[src/rtl/ers_pkg.sv]
package ers_pkg;
  // clock and interval timing
  localparam int CLK_MHZ = 200;
  localparam int BATT_TEST_MS = 12;
  localparam int FIRST_CATCH_MS = 5;
  localparam int BATT_TEST_CYC = BATT_TEST_MS * CLK_MHZ * 1000;
  localparam int FIRST_CATCH_CYC = FIRST_CATCH_MS * CLK_MHZ * 1000;
  // shutter time is counted in ticks of this length
  localparam int SHUT_TICK_NS = 1000;
  localparam int SHUT_TICK_CYC = (SHUT_TICK_NS * CLK_MHZ + 999) / 1000;
  localparam int TIMER_W = 22;
  localparam int TICK_W = 8;
  // timing capacitor threshold: 5/8 of supply
  localparam int CAP_FRAC_NUM = 5;
  localparam int CAP_FRAC_SHIFT = 3;

  // register byte offsets (low address bits only)
  localparam logic [7:0] ADDR_CTRL = 8'h00;
  localparam logic [7:0] ADDR_APERTURE = 8'h04;
  localparam logic [7:0] ADDR_SHUTTER = 8'h08;
  localparam logic [7:0] ADDR_STATUS = 8'h0c;
  localparam logic [7:0] ADDR_MASK = 8'h10;
  localparam logic [7:0] ADDR_STATE = 8'h14;

  // field positions
  localparam int CTRL_ENABLE_BIT = 0;
  localparam int EV_LOW_VOLT = 0;
  localparam int EV_FIRST_CATCH = 1;
  localparam int EV_DIAPH_STOP = 2;
  localparam int EV_EXPO_END = 3;
  localparam int EV_CYCLE_DONE = 4;
  localparam int EV_W = 5;
  localparam int STATE_AP_LSB = 16;

  // reset values
  localparam logic CTRL_ENABLE_RST = 1'b0;
  localparam logic [7:0] APERTURE_RST = 8'h00;
  localparam logic [15:0] SHUTTER_RST = 16'h0001;
  localparam logic [4:0] MASK_RST = 5'h00;
  // pins: release_n, end_of_cycle_n, curtain_n, aperture pulse, battery low
  localparam int PIN_W = 5;
  localparam logic [4:0] PIN_RST = 5'h18;
  localparam int PIN_REL = 4;
  localparam int PIN_EOC = 3;
  localparam int PIN_CURT = 2;
  localparam int PIN_APUL = 1;
  localparam int PIN_BATT = 0;

  typedef enum logic [8:0] {
    S_IDLE = 9'h001,
    S_BATT = 9'h002,
    S_FIRST = 9'h004,
    S_DIAPH = 9'h008,
    S_CURTAIN = 9'h010,
    S_SHUTTER = 9'h020,
    S_CLOSE = 9'h040,
    S_LOCKOUT = 9'h080,
    S_SPARE = 9'h100
  } ers_state_t;
endpackage : ers_pkg

[src/rtl/ers_top.sv]
// How it works
// release restarts flow, begins exposure calculation
// latch low keeps supply transistor on
// display stays dark while blanking high
// start: both magnet controls low, battery test
// weak battery raises low voltage flag
// low voltage cancels cycle, blocks release
// after test, second curtain high, diaphragm low
// hold that five ms, then curtain low
// that combination drives release magnet coil
// count aperture pulses against stored value
// count equal: diaphragm control goes high
// diaphragm control high switches magnet off
// curtain open, capacitor at 5/8: start low
// shutter count starts on start falling edge
// count done: second curtain control high
// curtain control high releases second curtain
// end switch low: clear, latch high
// latch high turns supply transistor off
// intervals counted in system clock cycles
//
// The implementer's own choices: the AHB-Lite register port and the address map.
module ers_top #(
  parameter int unsigned BATT_TEST_CYCLES = ers_pkg::BATT_TEST_CYC,
  parameter int unsigned FIRST_CATCH_CYCLES = ers_pkg::FIRST_CATCH_CYC,
  parameter int APERTURE_W = 8,
  parameter int SHUTTER_W = 16
) (
  input wire logic hclk,
  input wire logic hresetn,
  input wire logic ce,
  input wire logic hsel,
  input wire logic [31:0] haddr,
  input wire logic [1:0] htrans,
  input wire logic hwrite,
  input wire logic [2:0] hsize,
  input wire logic [31:0] hwdata,
  input wire logic hready,
  output logic hreadyout,
  output logic hresp,
  output logic [31:0] hrdata,
  output logic irq,
  input wire logic release_switch_n,
  input wire logic end_of_cycle_switch_n,
  input wire logic curtain_switch_n,
  input wire logic aperture_pulse,
  input wire logic battery_low,
  input wire logic [7:0] timing_capacitor,
  input wire logic [7:0] supply_level,
  output logic power_latch,
  output logic supply_transistor_on,
  output logic display_blank,
  output logic low_voltage_flag,
  output logic diaphragm_magnet_ctrl,
  output logic second_curtain_magnet_ctrl,
  output logic release_magnet_drive,
  output logic diaphragm_magnet_on,
  output logic second_curtain_magnet_on,
  output logic count_start,
  output logic power_up_clear,
  output logic [ers_pkg::EV_W-1:0] status_view
);
  import ers_pkg::*;

  ers_state_t state_reg;
  logic [PIN_W-1:0] sync1_reg;
  logic [PIN_W-1:0] sync2_reg;
  logic [PIN_W-1:0] sync3_reg;
  logic [PIN_W-1:0] pin_reg;
  logic [PIN_W-1:0] pin_prev_reg;
  logic [PIN_W-1:0] pin_raw;
  logic release_fall;
  logic eoc_closed;
  logic curtain_open;
  logic apul_rise;
  logic batt_low_s;
  logic [TIMER_W-1:0] timer_reg;
  logic [TICK_W-1:0] tick_reg;
  logic [SHUTTER_W-1:0] shut_cnt_reg;
  logic [APERTURE_W-1:0] ap_cnt_reg;
  logic count_start_prev_reg;
  logic cap_charged;
  logic [10:0] cap_scaled;
  logic [10:0] supply_scaled;
  logic ctrl_enable_reg;
  logic [APERTURE_W-1:0] aperture_reg;
  logic [SHUTTER_W-1:0] shutter_reg;
  logic [EV_W-1:0] status_reg;
  logic [EV_W-1:0] mask_reg;
  logic [EV_W-1:0] ev_reg;
  logic addr_ok;
  logic wr_pend_reg;
  logic [7:0] wr_addr_reg;
  logic rd_status_clr;
  logic [31:0] rd_mux;
  logic shutter_done;

  // pin order must match the PIN_* bit positions of the package
  assign pin_raw = {release_switch_n, end_of_cycle_switch_n, curtain_switch_n, aperture_pulse, battery_low};

  // three-stage synchroniser per pin; a level counts once stages two and three agree
  // a pin change reaches pin_reg four edges later; the edge detectors pulse in that same cycle and are acted on one edge after that
  for (genvar i = 0; i < PIN_W; i++) begin : g_sync
    always_ff @(posedge hclk or negedge hresetn) begin
      if (!hresetn) begin
        sync1_reg[i] <= PIN_RST[i];
        sync2_reg[i] <= PIN_RST[i];
        sync3_reg[i] <= PIN_RST[i];
        pin_reg[i] <= PIN_RST[i];
        pin_prev_reg[i] <= PIN_RST[i];
      end else if (ce) begin
        sync1_reg[i] <= pin_raw[i];
        sync2_reg[i] <= sync1_reg[i];
        sync3_reg[i] <= sync2_reg[i];
        if (sync2_reg[i] == sync3_reg[i]) begin
          pin_reg[i] <= sync3_reg[i];
        end
        pin_prev_reg[i] <= pin_reg[i];
      end
    end
  end

  // filtered levels; release and aperture act on edges, the switches on levels
  assign release_fall = pin_prev_reg[PIN_REL] & ~pin_reg[PIN_REL];
  assign eoc_closed = ~pin_reg[PIN_EOC];
  assign curtain_open = pin_reg[PIN_CURT];
  assign apul_rise = pin_reg[PIN_APUL] & ~pin_prev_reg[PIN_APUL];
  assign batt_low_s = pin_reg[PIN_BATT];

  // capacitor comparison without a divider: cap * 8 >= supply * 5
  assign cap_scaled = {timing_capacitor, 3'h0};
  assign supply_scaled = 11'(supply_level * CAP_FRAC_NUM);
  assign cap_charged = cap_scaled >= supply_scaled;
  assign shutter_done = (shut_cnt_reg >= shutter_reg);

  // sequencer: one state per phase of the exposure cycle
  always_ff @(posedge hclk or negedge hresetn) begin
    if (!hresetn) begin
      state_reg <= S_IDLE;
      power_latch <= 1'b1;
      display_blank <= 1'b0;
      low_voltage_flag <= 1'b0;
      diaphragm_magnet_ctrl <= 1'b1;
      second_curtain_magnet_ctrl <= 1'b1;
      power_up_clear <= 1'b0;
      ev_reg <= '0;
    end else if (ce) begin
      power_up_clear <= 1'b0;
      ev_reg <= '0;
      case (state_reg)
        // a release while the enable bit is clear is ignored
        S_IDLE: begin
          if (release_fall && ctrl_enable_reg) begin
            state_reg <= S_BATT;
            power_latch <= 1'b0;
            display_blank <= 1'b1;
            low_voltage_flag <= 1'b0;
            diaphragm_magnet_ctrl <= 1'b0;
            second_curtain_magnet_ctrl <= 1'b0;
          end
        end
        // battery under load; a weak cell wins over the end of the interval
        S_BATT: begin
          if (batt_low_s) begin
            // weak cell: drop everything and refuse the release
            state_reg <= S_LOCKOUT;
            low_voltage_flag <= 1'b1;
            power_latch <= 1'b1;
            display_blank <= 1'b0;
            diaphragm_magnet_ctrl <= 1'b1;
            second_curtain_magnet_ctrl <= 1'b1;
            ev_reg[EV_LOW_VOLT] <= 1'b1;
          end else if (timer_reg == TIMER_W'(BATT_TEST_CYCLES - 1)) begin
            state_reg <= S_FIRST;
            second_curtain_magnet_ctrl <= 1'b1;
          end
        end
        // release magnet pulse frees the first catch
        S_FIRST: begin
          if (timer_reg == TIMER_W'(FIRST_CATCH_CYCLES - 1)) begin
            state_reg <= S_DIAPH;
            second_curtain_magnet_ctrl <= 1'b0;
            ev_reg[EV_FIRST_CATCH] <= 1'b1;
          end
        end
        // diaphragm runs until the pulse count reaches the stored value
        S_DIAPH: begin
          if (ap_cnt_reg == aperture_reg) begin
            state_reg <= S_CURTAIN;
            diaphragm_magnet_ctrl <= 1'b1;
            ev_reg[EV_DIAPH_STOP] <= 1'b1;
          end
        end
        // wait for the own count start edge so the shutter count starts on a clean cycle
        S_CURTAIN: begin
          if (count_start_prev_reg && !count_start) begin
            state_reg <= S_SHUTTER;
          end
        end
        // exposure runs until the programmed time is used up
        S_SHUTTER: begin
          if (shutter_done) begin
            state_reg <= S_CLOSE;
            second_curtain_magnet_ctrl <= 1'b1;
            ev_reg[EV_EXPO_END] <= 1'b1;
          end
        end
        // cycle ends on the end switch; the clear pulse lasts one cycle
        S_CLOSE: begin
          if (eoc_closed) begin
            state_reg <= S_IDLE;
            power_up_clear <= 1'b1;
            power_latch <= 1'b1;
            display_blank <= 1'b0;
            ev_reg[EV_CYCLE_DONE] <= 1'b1;
          end
        end
        S_LOCKOUT: begin
          // stays refused until the release button is let go
          if (pin_reg[PIN_REL]) begin
            state_reg <= S_IDLE;
          end
        end
        // unreachable codes fall back to idle with supply dropped and magnets off
        default: begin
          state_reg <= S_IDLE;
          power_latch <= 1'b1;
          diaphragm_magnet_ctrl <= 1'b1;
          second_curtain_magnet_ctrl <= 1'b1;
        end
      endcase
    end
  end

  // interval timer, restarted on every phase change
  // it clears to zero at its end value, on the same edge on which the sequencer leaves the phase
  always_ff @(posedge hclk or negedge hresetn) begin
    if (!hresetn) begin
      timer_reg <= '0;
    end else if (ce) begin
      if (state_reg == S_BATT && timer_reg != TIMER_W'(BATT_TEST_CYCLES - 1)) begin
        timer_reg <= timer_reg + 1'b1;
      end else if (state_reg == S_FIRST && timer_reg != TIMER_W'(FIRST_CATCH_CYCLES - 1)) begin
        timer_reg <= timer_reg + 1'b1;
      end else begin
        timer_reg <= '0;
      end
    end
  end

  // aperture pulse counter, cleared at the release
  // counting stops at the target, so a late pulse cannot overshoot it
  always_ff @(posedge hclk or negedge hresetn) begin
    if (!hresetn) begin
      ap_cnt_reg <= '0;
    end else if (ce) begin
      if (state_reg == S_IDLE) begin
        ap_cnt_reg <= '0;
      end else if (state_reg == S_DIAPH && apul_rise && ap_cnt_reg != aperture_reg) begin
        ap_cnt_reg <= ap_cnt_reg + 1'b1;
      end
    end
  end

  // count start comparator output and its edge history
  // it falls once per cycle and is only re-armed in idle, so one cycle gives one shutter count
  always_ff @(posedge hclk or negedge hresetn) begin
    if (!hresetn) begin
      count_start <= 1'b1;
      count_start_prev_reg <= 1'b1;
    end else if (ce) begin
      count_start_prev_reg <= count_start;
      if (state_reg == S_IDLE) begin
        count_start <= 1'b1;
      end else if (state_reg == S_CURTAIN && curtain_open && cap_charged) begin
        count_start <= 1'b0;
      end
    end
  end

  // shutter time in ticks; a programmed value of zero closes at once
  // the tick divider keeps the counter narrow at the cost of one tick of resolution
  always_ff @(posedge hclk or negedge hresetn) begin
    if (!hresetn) begin
      tick_reg <= '0;
      shut_cnt_reg <= '0;
    end else if (ce) begin
      if (state_reg != S_SHUTTER) begin
        tick_reg <= '0;
        shut_cnt_reg <= '0;
      end else if (tick_reg == TICK_W'(SHUT_TICK_CYC - 1)) begin
        tick_reg <= '0;
        shut_cnt_reg <= shut_cnt_reg + 1'b1;
      end else begin
        tick_reg <= tick_reg + 1'b1;
      end
    end
  end

  // interface drives: low control means magnet energised
  assign supply_transistor_on = ~power_latch;
  assign release_magnet_drive = second_curtain_magnet_ctrl & ~diaphragm_magnet_ctrl;
  assign diaphragm_magnet_on = ~diaphragm_magnet_ctrl;
  assign second_curtain_magnet_on = ~second_curtain_magnet_ctrl;

  // ahb-lite slave: zero wait states, stalls only while the clock enable is low
  // a write lands one edge after its address phase, so a pipelined read of that word sees the old value
  assign hreadyout = ce;
  assign hresp = 1'b0;
  assign addr_ok = hsel && htrans[1] && hready && ce;
  assign rd_status_clr = addr_ok && !hwrite && haddr[7:0] == ADDR_STATUS;

  // read mux; unmapped offsets read zero
  always_comb begin
    rd_mux = 32'h0000_0000;
    case (haddr[7:0])
      ADDR_CTRL: rd_mux[CTRL_ENABLE_BIT] = ctrl_enable_reg;
      ADDR_APERTURE: rd_mux[APERTURE_W-1:0] = aperture_reg;
      ADDR_SHUTTER: rd_mux[SHUTTER_W-1:0] = shutter_reg;
      ADDR_STATUS: rd_mux[EV_W-1:0] = status_reg;
      ADDR_MASK: rd_mux[EV_W-1:0] = mask_reg;
      ADDR_STATE: begin
        rd_mux[8:0] = state_reg;
        rd_mux[STATE_AP_LSB +: APERTURE_W] = ap_cnt_reg;
      end
      default: rd_mux = 32'h0000_0000;
    endcase
  end

  // address phase: latch write target, capture read data
  always_ff @(posedge hclk or negedge hresetn) begin
    if (!hresetn) begin
      wr_pend_reg <= 1'b0;
      wr_addr_reg <= 8'h00;
      hrdata <= 32'h0000_0000;
    end else if (ce) begin
      wr_pend_reg <= addr_ok && hwrite;
      if (addr_ok) begin
        wr_addr_reg <= haddr[7:0];
        if (!hwrite) begin
          hrdata <= rd_mux;
        end
      end
    end
  end

  // data phase writes; they take effect at once, so software should reprogram only while idle
  always_ff @(posedge hclk or negedge hresetn) begin
    if (!hresetn) begin
      ctrl_enable_reg <= CTRL_ENABLE_RST;
      aperture_reg <= APERTURE_RST[APERTURE_W-1:0];
      shutter_reg <= SHUTTER_RST[SHUTTER_W-1:0];
      mask_reg <= MASK_RST;
    end else if (ce && wr_pend_reg) begin
      case (wr_addr_reg)
        ADDR_CTRL: ctrl_enable_reg <= hwdata[CTRL_ENABLE_BIT];
        ADDR_APERTURE: aperture_reg <= hwdata[APERTURE_W-1:0];
        ADDR_SHUTTER: shutter_reg <= hwdata[SHUTTER_W-1:0];
        ADDR_MASK: mask_reg <= hwdata[EV_W-1:0];
        default: ;
      endcase
    end
  end

  // sticky status, cleared by a read; an event in the clearing cycle survives
  // the mask only gates the interrupt, status bits set regardless
  always_ff @(posedge hclk or negedge hresetn) begin
    if (!hresetn) begin
      status_reg <= '0;
    end else if (ce) begin
      status_reg <= (rd_status_clr ? '0 : status_reg) | ev_reg;
    end
  end

  // level interrupt from unmasked sticky bits
  assign irq = |(status_reg & mask_reg);
  assign status_view = status_reg;
endmodule : ers_top

[config.mk]
export PLATFORM = sky130hd
export DESIGN_NAME = ers_top
export DESIGN_NICKNAME = d
export VERILOG_FILES = /design/src/rtl/ers_pkg.sv /design/src/rtl/ers_top.sv
export SDC_FILE = /design/constraint.sdc
export NUM_CORES = 1
export LEC_CHECK = 0
export ABC_AREA = 1
export BUFFER_PORTS_ARGS = -buffer_cell sky130_fd_sc_hd__buf_2
export CELL_PAD_IN_SITES_DETAIL_PLACEMENT = 0
export CELL_PAD_IN_SITES_GLOBAL_PLACEMENT = 1
export CORE_ASPECT_RATIO = 0.8
export CORE_MARGIN = 3
export CORE_UTILIZATION = 47
export CTS_BUF_LIST = sky130_fd_sc_hd__clkbuf_8
export DETAILED_ROUTE_END_ITERATION = 16
export GPL_TIMING_DRIVEN = 0
export HOLD_SLACK_MARGIN = 0.12
export PLACE_DENSITY = 0.95
export SLEW_MARGIN = 20
export SYNTH_ARGS = -nofsm -noshare
export SYNTH_HDL_FRONTEND = slang
export SYNTH_SLANG_ARGS = --single-unit
[constraint.sdc]
create_clock -name hclk -period 4.9 [get_ports hclk]
set_input_delay 0.49 -clock hclk [delete_from_list [all_inputs] [get_ports hclk]]
set_output_delay 0.49 -clock hclk [all_outputs]
set_load 0.01 [all_outputs]
* Word-level counts from Yosys, hierarchy flattened
Cells that the tools add are included.
** Storage, ports and cells
- Output and inout bits :: 51
- Bits in registers :: 166
- Word-level logic and storage cells :: 204
** Cells by class
- Equality and inequality tests :: 38
- Reductions and logical operators :: 48
- Muxes and demuxes :: 53
- $add $sub $neg :: 4
- $lt $le $gt $ge :: 2
- Bitwise gates (word level) :: 14
- Multiply operators :: 1
** Operators with widths (number)
- 9-bit 2-to-1 mux :: 9
- 9-bit case mux with 8 select lines :: 1
- 22-bit 2-to-1 mux :: 2
- 8-bit 2-to-1 mux :: 5
- 16-bit 2-to-1 mux :: 2
- 2-bit AND reduction :: 13
- 8-bit by 4-bit equality test with 1-bit output (second input constant) :: 3
- 8-bit by 5-bit equality test with 1-bit output (second input constant) :: 3
- 1-bit 2-to-1 mux :: 23
- 22-bit by 1-bit adder with 22-bit output (second input constant) :: 1
- 22-bit by 20-bit equality test with 1-bit output (second input constant) :: 1
- 22-bit equality test (second input constant) :: 1
- 22-bit by 20-bit != test with 1-bit output (second input constant) :: 1
- 22-bit != test (second input constant) :: 1
- 4-bit case mux with 5 select lines :: 1
- 16-bit by 1-bit adder with 16-bit output (second input constant) :: 1
- 8-bit by 1-bit adder with 8-bit output (second input constant) :: 2
- 8-bit by 3-bit equality test with 1-bit output (second input constant) :: 2
- 16-bit >= comparator :: 1
- 8-bit logical NOT :: 2
- 2-bit != test (second input constant) :: 8
- 1-bit logical AND :: 15
- 5-bit AND reduction :: 3
- 5-bit OR reduction :: 3
- 36 further kinds :: 56

* Longest topological paths before layout
- Depth after elaboration :: 7
- Mapped depth :: 17
- Mapped depth without buffers :: 17

* Worst setup path before layout
OpenSTA, ideal clock, no wires.
- Path type :: input-to-reg
- From :: input supply_level[1]
- To :: register count_start
- Stages on the path :: 17
- Required time :: 4.821 ns
- Library setup time :: 0.079 ns
- Setup slack :: 2.163 ns
- Data arrival time :: 2.658 ns
- Cells stage by stage :: ha_1 > ha_1 > fa_1 > nand3_1 > nand2_1 > a21oi_1 > nor2_1 > nor2_1 > xor2_1 > ha_1 > nand2_1 > nor2_1 > nand3_1 > o2111ai_1 > nand4_1 > nand2_1 > nand2_1
** On the way
- Cells in the longest elaborated chain, start to end :: 5
** Ends and longest elaborated chain
- start, declared :: line ers_top.sv:49 : input wire logic [7:0] supply_level,
- 8-bit by 3-bit multiplier with 11-bit output :: line ers_top.sv:132 : assign supply_scaled = 11'(supply_level * CAP_FRAC_NUM);
- 11-bit >= comparator :: line ers_top.sv:133 : assign cap_charged = cap_scaled >= supply_scaled;
- 1-bit logical AND :: line ers_top.sv:275 : end else if (state_reg == S_CURTAIN && curtain_open && cap_charged) begin
- 2-bit nonzero test (no source line)
- 2-bit AND reduction (no source line)
- end signal, assigned :: line ers_top.sv:269 : count_start <= 1'b1;
- end signal, assigned :: line ers_top.sv:274 : count_start <= 1'b1;
- end signal, assigned :: line ers_top.sv:276 : count_start <= 1'b0;
- end, declared :: line ers_top.sv:59 : output logic count_start,
Every way passes these cells.
A chain may end at the register's enable or synchronous reset.

* Worst setup path after layout
Ends and elaborated chain as after synthesis.

==> flow_metrics.env <==
export IMPL_outcome="finished, final reports clean"
export IMPL_numPortBuffers=93
export IMPL_antenna_cells=0
export IMPL_power_density_mw_per_mm2=324
export IMPL_cts_sinks=164
export IMPL_synth_commonest_cells="nand2_1 (282), dfrtp_1 (148), inv_1 (142)"
export IMPL_seq_area_mm2=0.00412
export IMPL_relSlewSlack=0.595
export IMPL_grt_pass1_vias=7424
export IMPL_holdCritPathClass="in -> reg"
export IMPL_vias=7967
export IMPL_post_route_period_util=0.576
export IMPL_cp_start_kind="input pin"
export IMPL_grt_overflow_total=0
export IMPL_hold_viol=0
export IMPL_cts_buffer_depth=2
export IMPL_numCtsBuffers=17
export IMPL_dpl_hpwl_um=17000
export IMPL_max_cap_viol_count=0
export IMPL_end_kind="register"
export IMPL_drtPass1Iterations=6
export IMPL_avgSynthCellArea_um2=8.07
export IMPL_synth_edff_count=0
export IMPL_multiInputGateArea_mm2=0.00429
export IMPL_instances_no_fill=1530
export IMPL_area_delta_synth_final_pct=13.5
export IMPL_fillCellCount=1822
export IMPL_die_h_um=131
export IMPL_drtAntennaViolNets=0
export IMPL_largest_reg_flops=24
export IMPL_syn_area_mm2=0.00918
export IMPL_cp_required_ns=5.29
export IMPL_initial_utilization=0.481
export IMPL_ys_seq_area_frac=0.449
export IMPL_gp_congestion=0.851
export IMPL_cts_hold_fix_buffers=1
export IMPL_p_leak_nw=5.22
export IMPL_root_buffer="clkbuf_8"
export IMPL_grt_first_pass_wirelength_um=36800
export IMPL_yosys_warnings=0
export IMPL_coreArea_mm2=0.0191
export IMPL_setup_viol=0
export IMPL_track_usage=0.216
export IMPL_cp_max_fo=2
export IMPL_period_minus_slack_ns=2.82
export IMPL_grt_max_degree=90
export IMPL_yosys_area_top_type_share=0.403
export IMPL_cts_tree="yes"
export IMPL_htree_levels=4
export IMPL_yosysTopAreaCell="dfrtp_1"
export IMPL_wirelength_um=22400
export IMPL_crit_arrival_ns=3.22
export IMPL_async_flop_share=1.00
export IMPL_wl_per_cell_um=14.6
export IMPL_synth_area_leaders="dfrtp_1 (40%), nand2_1 (12%), inv_1 (5.8%), ha_1 (5.5%), dfstp_2 (4.6%)"
export IMPL_crit_type="in -> reg"
export IMPL_rows=45
export IMPL_synthCells=1137
export IMPL_die_x_um=162
export IMPL_dpl_cell_count=1497
export IMPL_cts_clk_slew_worst_paths_ns=0.09
export IMPL_synth_cell_types=55
export IMPL_ir_drop_mv=0.250
export IMPL_drc_errors=0
export IMPL_final_nets=1396
export IMPL_ctsResizeCount=0
export IMPL_drv_slew=0
export IMPL_first_iter_violations=508
export IMPL_boundaryPins=147
export IMPL_synth_flop_cell="dfrtp_1"
export IMPL_clock_latency_ns=0.46
export IMPL_post_cts_repair_setup_buffers=0
export IMPL_yosys_cell_count_top_type="nand2_1"
export IMPL_tightest_slew_ns=0.608
export IMPL_fmax_mhz=354
export IMPL_fp_dieArea_mm2=0.0213
export IMPL_tns_ns=0
export IMPL_clock_skew_final_ns=0.0165
export IMPL_drive_above_1_share=0.175
export IMPL_antenna_found_initial=0
export IMPL_via_per_inst=5.21
export IMPL_rsz0062_at_grt="false"
export IMPL_synth_seq_cells=164
-- per-stage QoR --
step	total power (W)	area (µm²)	setup slack, ns	hold WS (ns)	util
after CTS	0.00340	10400	2.10	0.193	0.546
final	0.00337	10400	2.08	0.216	0.546
after global placement	0.00244	10000	0.751	0.451	0.524
after floorplan	0.00216	9210	2.16	0.194	-
after detailed placement	0.00246	10000	1.62	0.453	0.526
after global routing	0.00357	10400	1.87	0.210	0.546
-- power by group --
part | switching, W | internal, W | total, W
sequential | 0.000105 | 0.00149 | 0.00159
combinational | 0.000552 | 0.000288 | 0.000840
clock | 0.000515 | 0.000426 | 0.000940
-- cells in the final DEF (no fill, tap or decap), types with 5 or more instances in the layout --
master,netlist,routed
conb_1,1,9
nand2_2,7,7
inv_2,10,10
o22ai_1,8,8
clkbuf_1,9,9
dfstp_2,16,16
nor2_1,88,88
clkinvlp_4,0,5
o31ai_1,18,18
xnor2_1,11,11
nand4_1,31,31
buf_2,10,102
nand2_1,282,282
dfrtp_1,148,148
nor2_2,8,8
clkbuf_8,0,19
ha_1,40,40
nor4_1,5,5
a21oi_1,42,42
nor3_1,21,21
mux2_2,12,12
o21ai_0,73,73
nand3_2,5,5
xor2_1,15,15
inv_1,142,145
nand3_1,65,65
buf_4,13,13
o21ai_1,10,10
o211ai_1,5,5
-- worst max-delay path: stages --
cell       delay (ns)
buf_2            0.10
ha_1             0.29
ha_1             0.24
fa_1             0.41
nand3_1          0.08
nand2_1          0.09
a21oi_1          0.14
nor2_1           0.06
nor2_1           0.11
xor2_1           0.08
ha_1             0.27
nand2_1          0.06
o2111ai_1        0.49
nand4_1          0.16
nand2_1          0.09
nand2_1          0.05
-- metal layers --
metal,global-route usage,part of all wire
met2,0.334,0.44
met5,0,0
met4,0.0527,0.011
met3,0.0344,0.055
met1,0.320,0.49
-- cell families (layout without fill, tap and decap cells) --
group | after synthesis | after routing | share of synthesized area
XOR/XNOR | 26 | 26 | 0.0248
adder cells (fa/ha/maj) | 41 | 41 | 0.0567
AND/OR/NAND/NOR | 532 | 532 | 0.263
other | 1 | 9 | 0.000408
flip-flops | 164 | 164 | 0.449
multiplexers | 13 | 13 | 0.0158
AO/OA/AOI/OAI | 169 | 169 | 0.104
buffers and inverters | 191 | 318 | 0.0867
-- area by class of cell --
cell class / count / area share
buffer: 36 / 0.0203
clock buffer: 19 / 0.0251
clock inverter: 13 / 0.0106
timing repair buffer: 95 / 0.0492
sequential: 164 / 0.396
tap: 258 / 0.0310
inverter: 155 / 0.0561
multi-input combinational: 790 / 0.412
-- worst paths after layout --
path	endpoint	slack, ns	from	depth (start not counted)
setup / recovery	count_start	2.08	supply_level[1]	16
hold / removal	sync1_reg[3]	0.22	end_of_cycle_switch_n	3
setup reg to reg	ev_reg[1]	2.87	shut_cnt_reg[11]	11
hold reg to reg	sync1_reg[3]	0.46	sync1_reg[3]	2
max in group asynchronous	tick_reg[5]	3.48	hresetn	3
min in group asynchronous	sync2_reg[0]	0.59	hresetn	2
No activity file was read; power rests on OpenSTA's default activity.
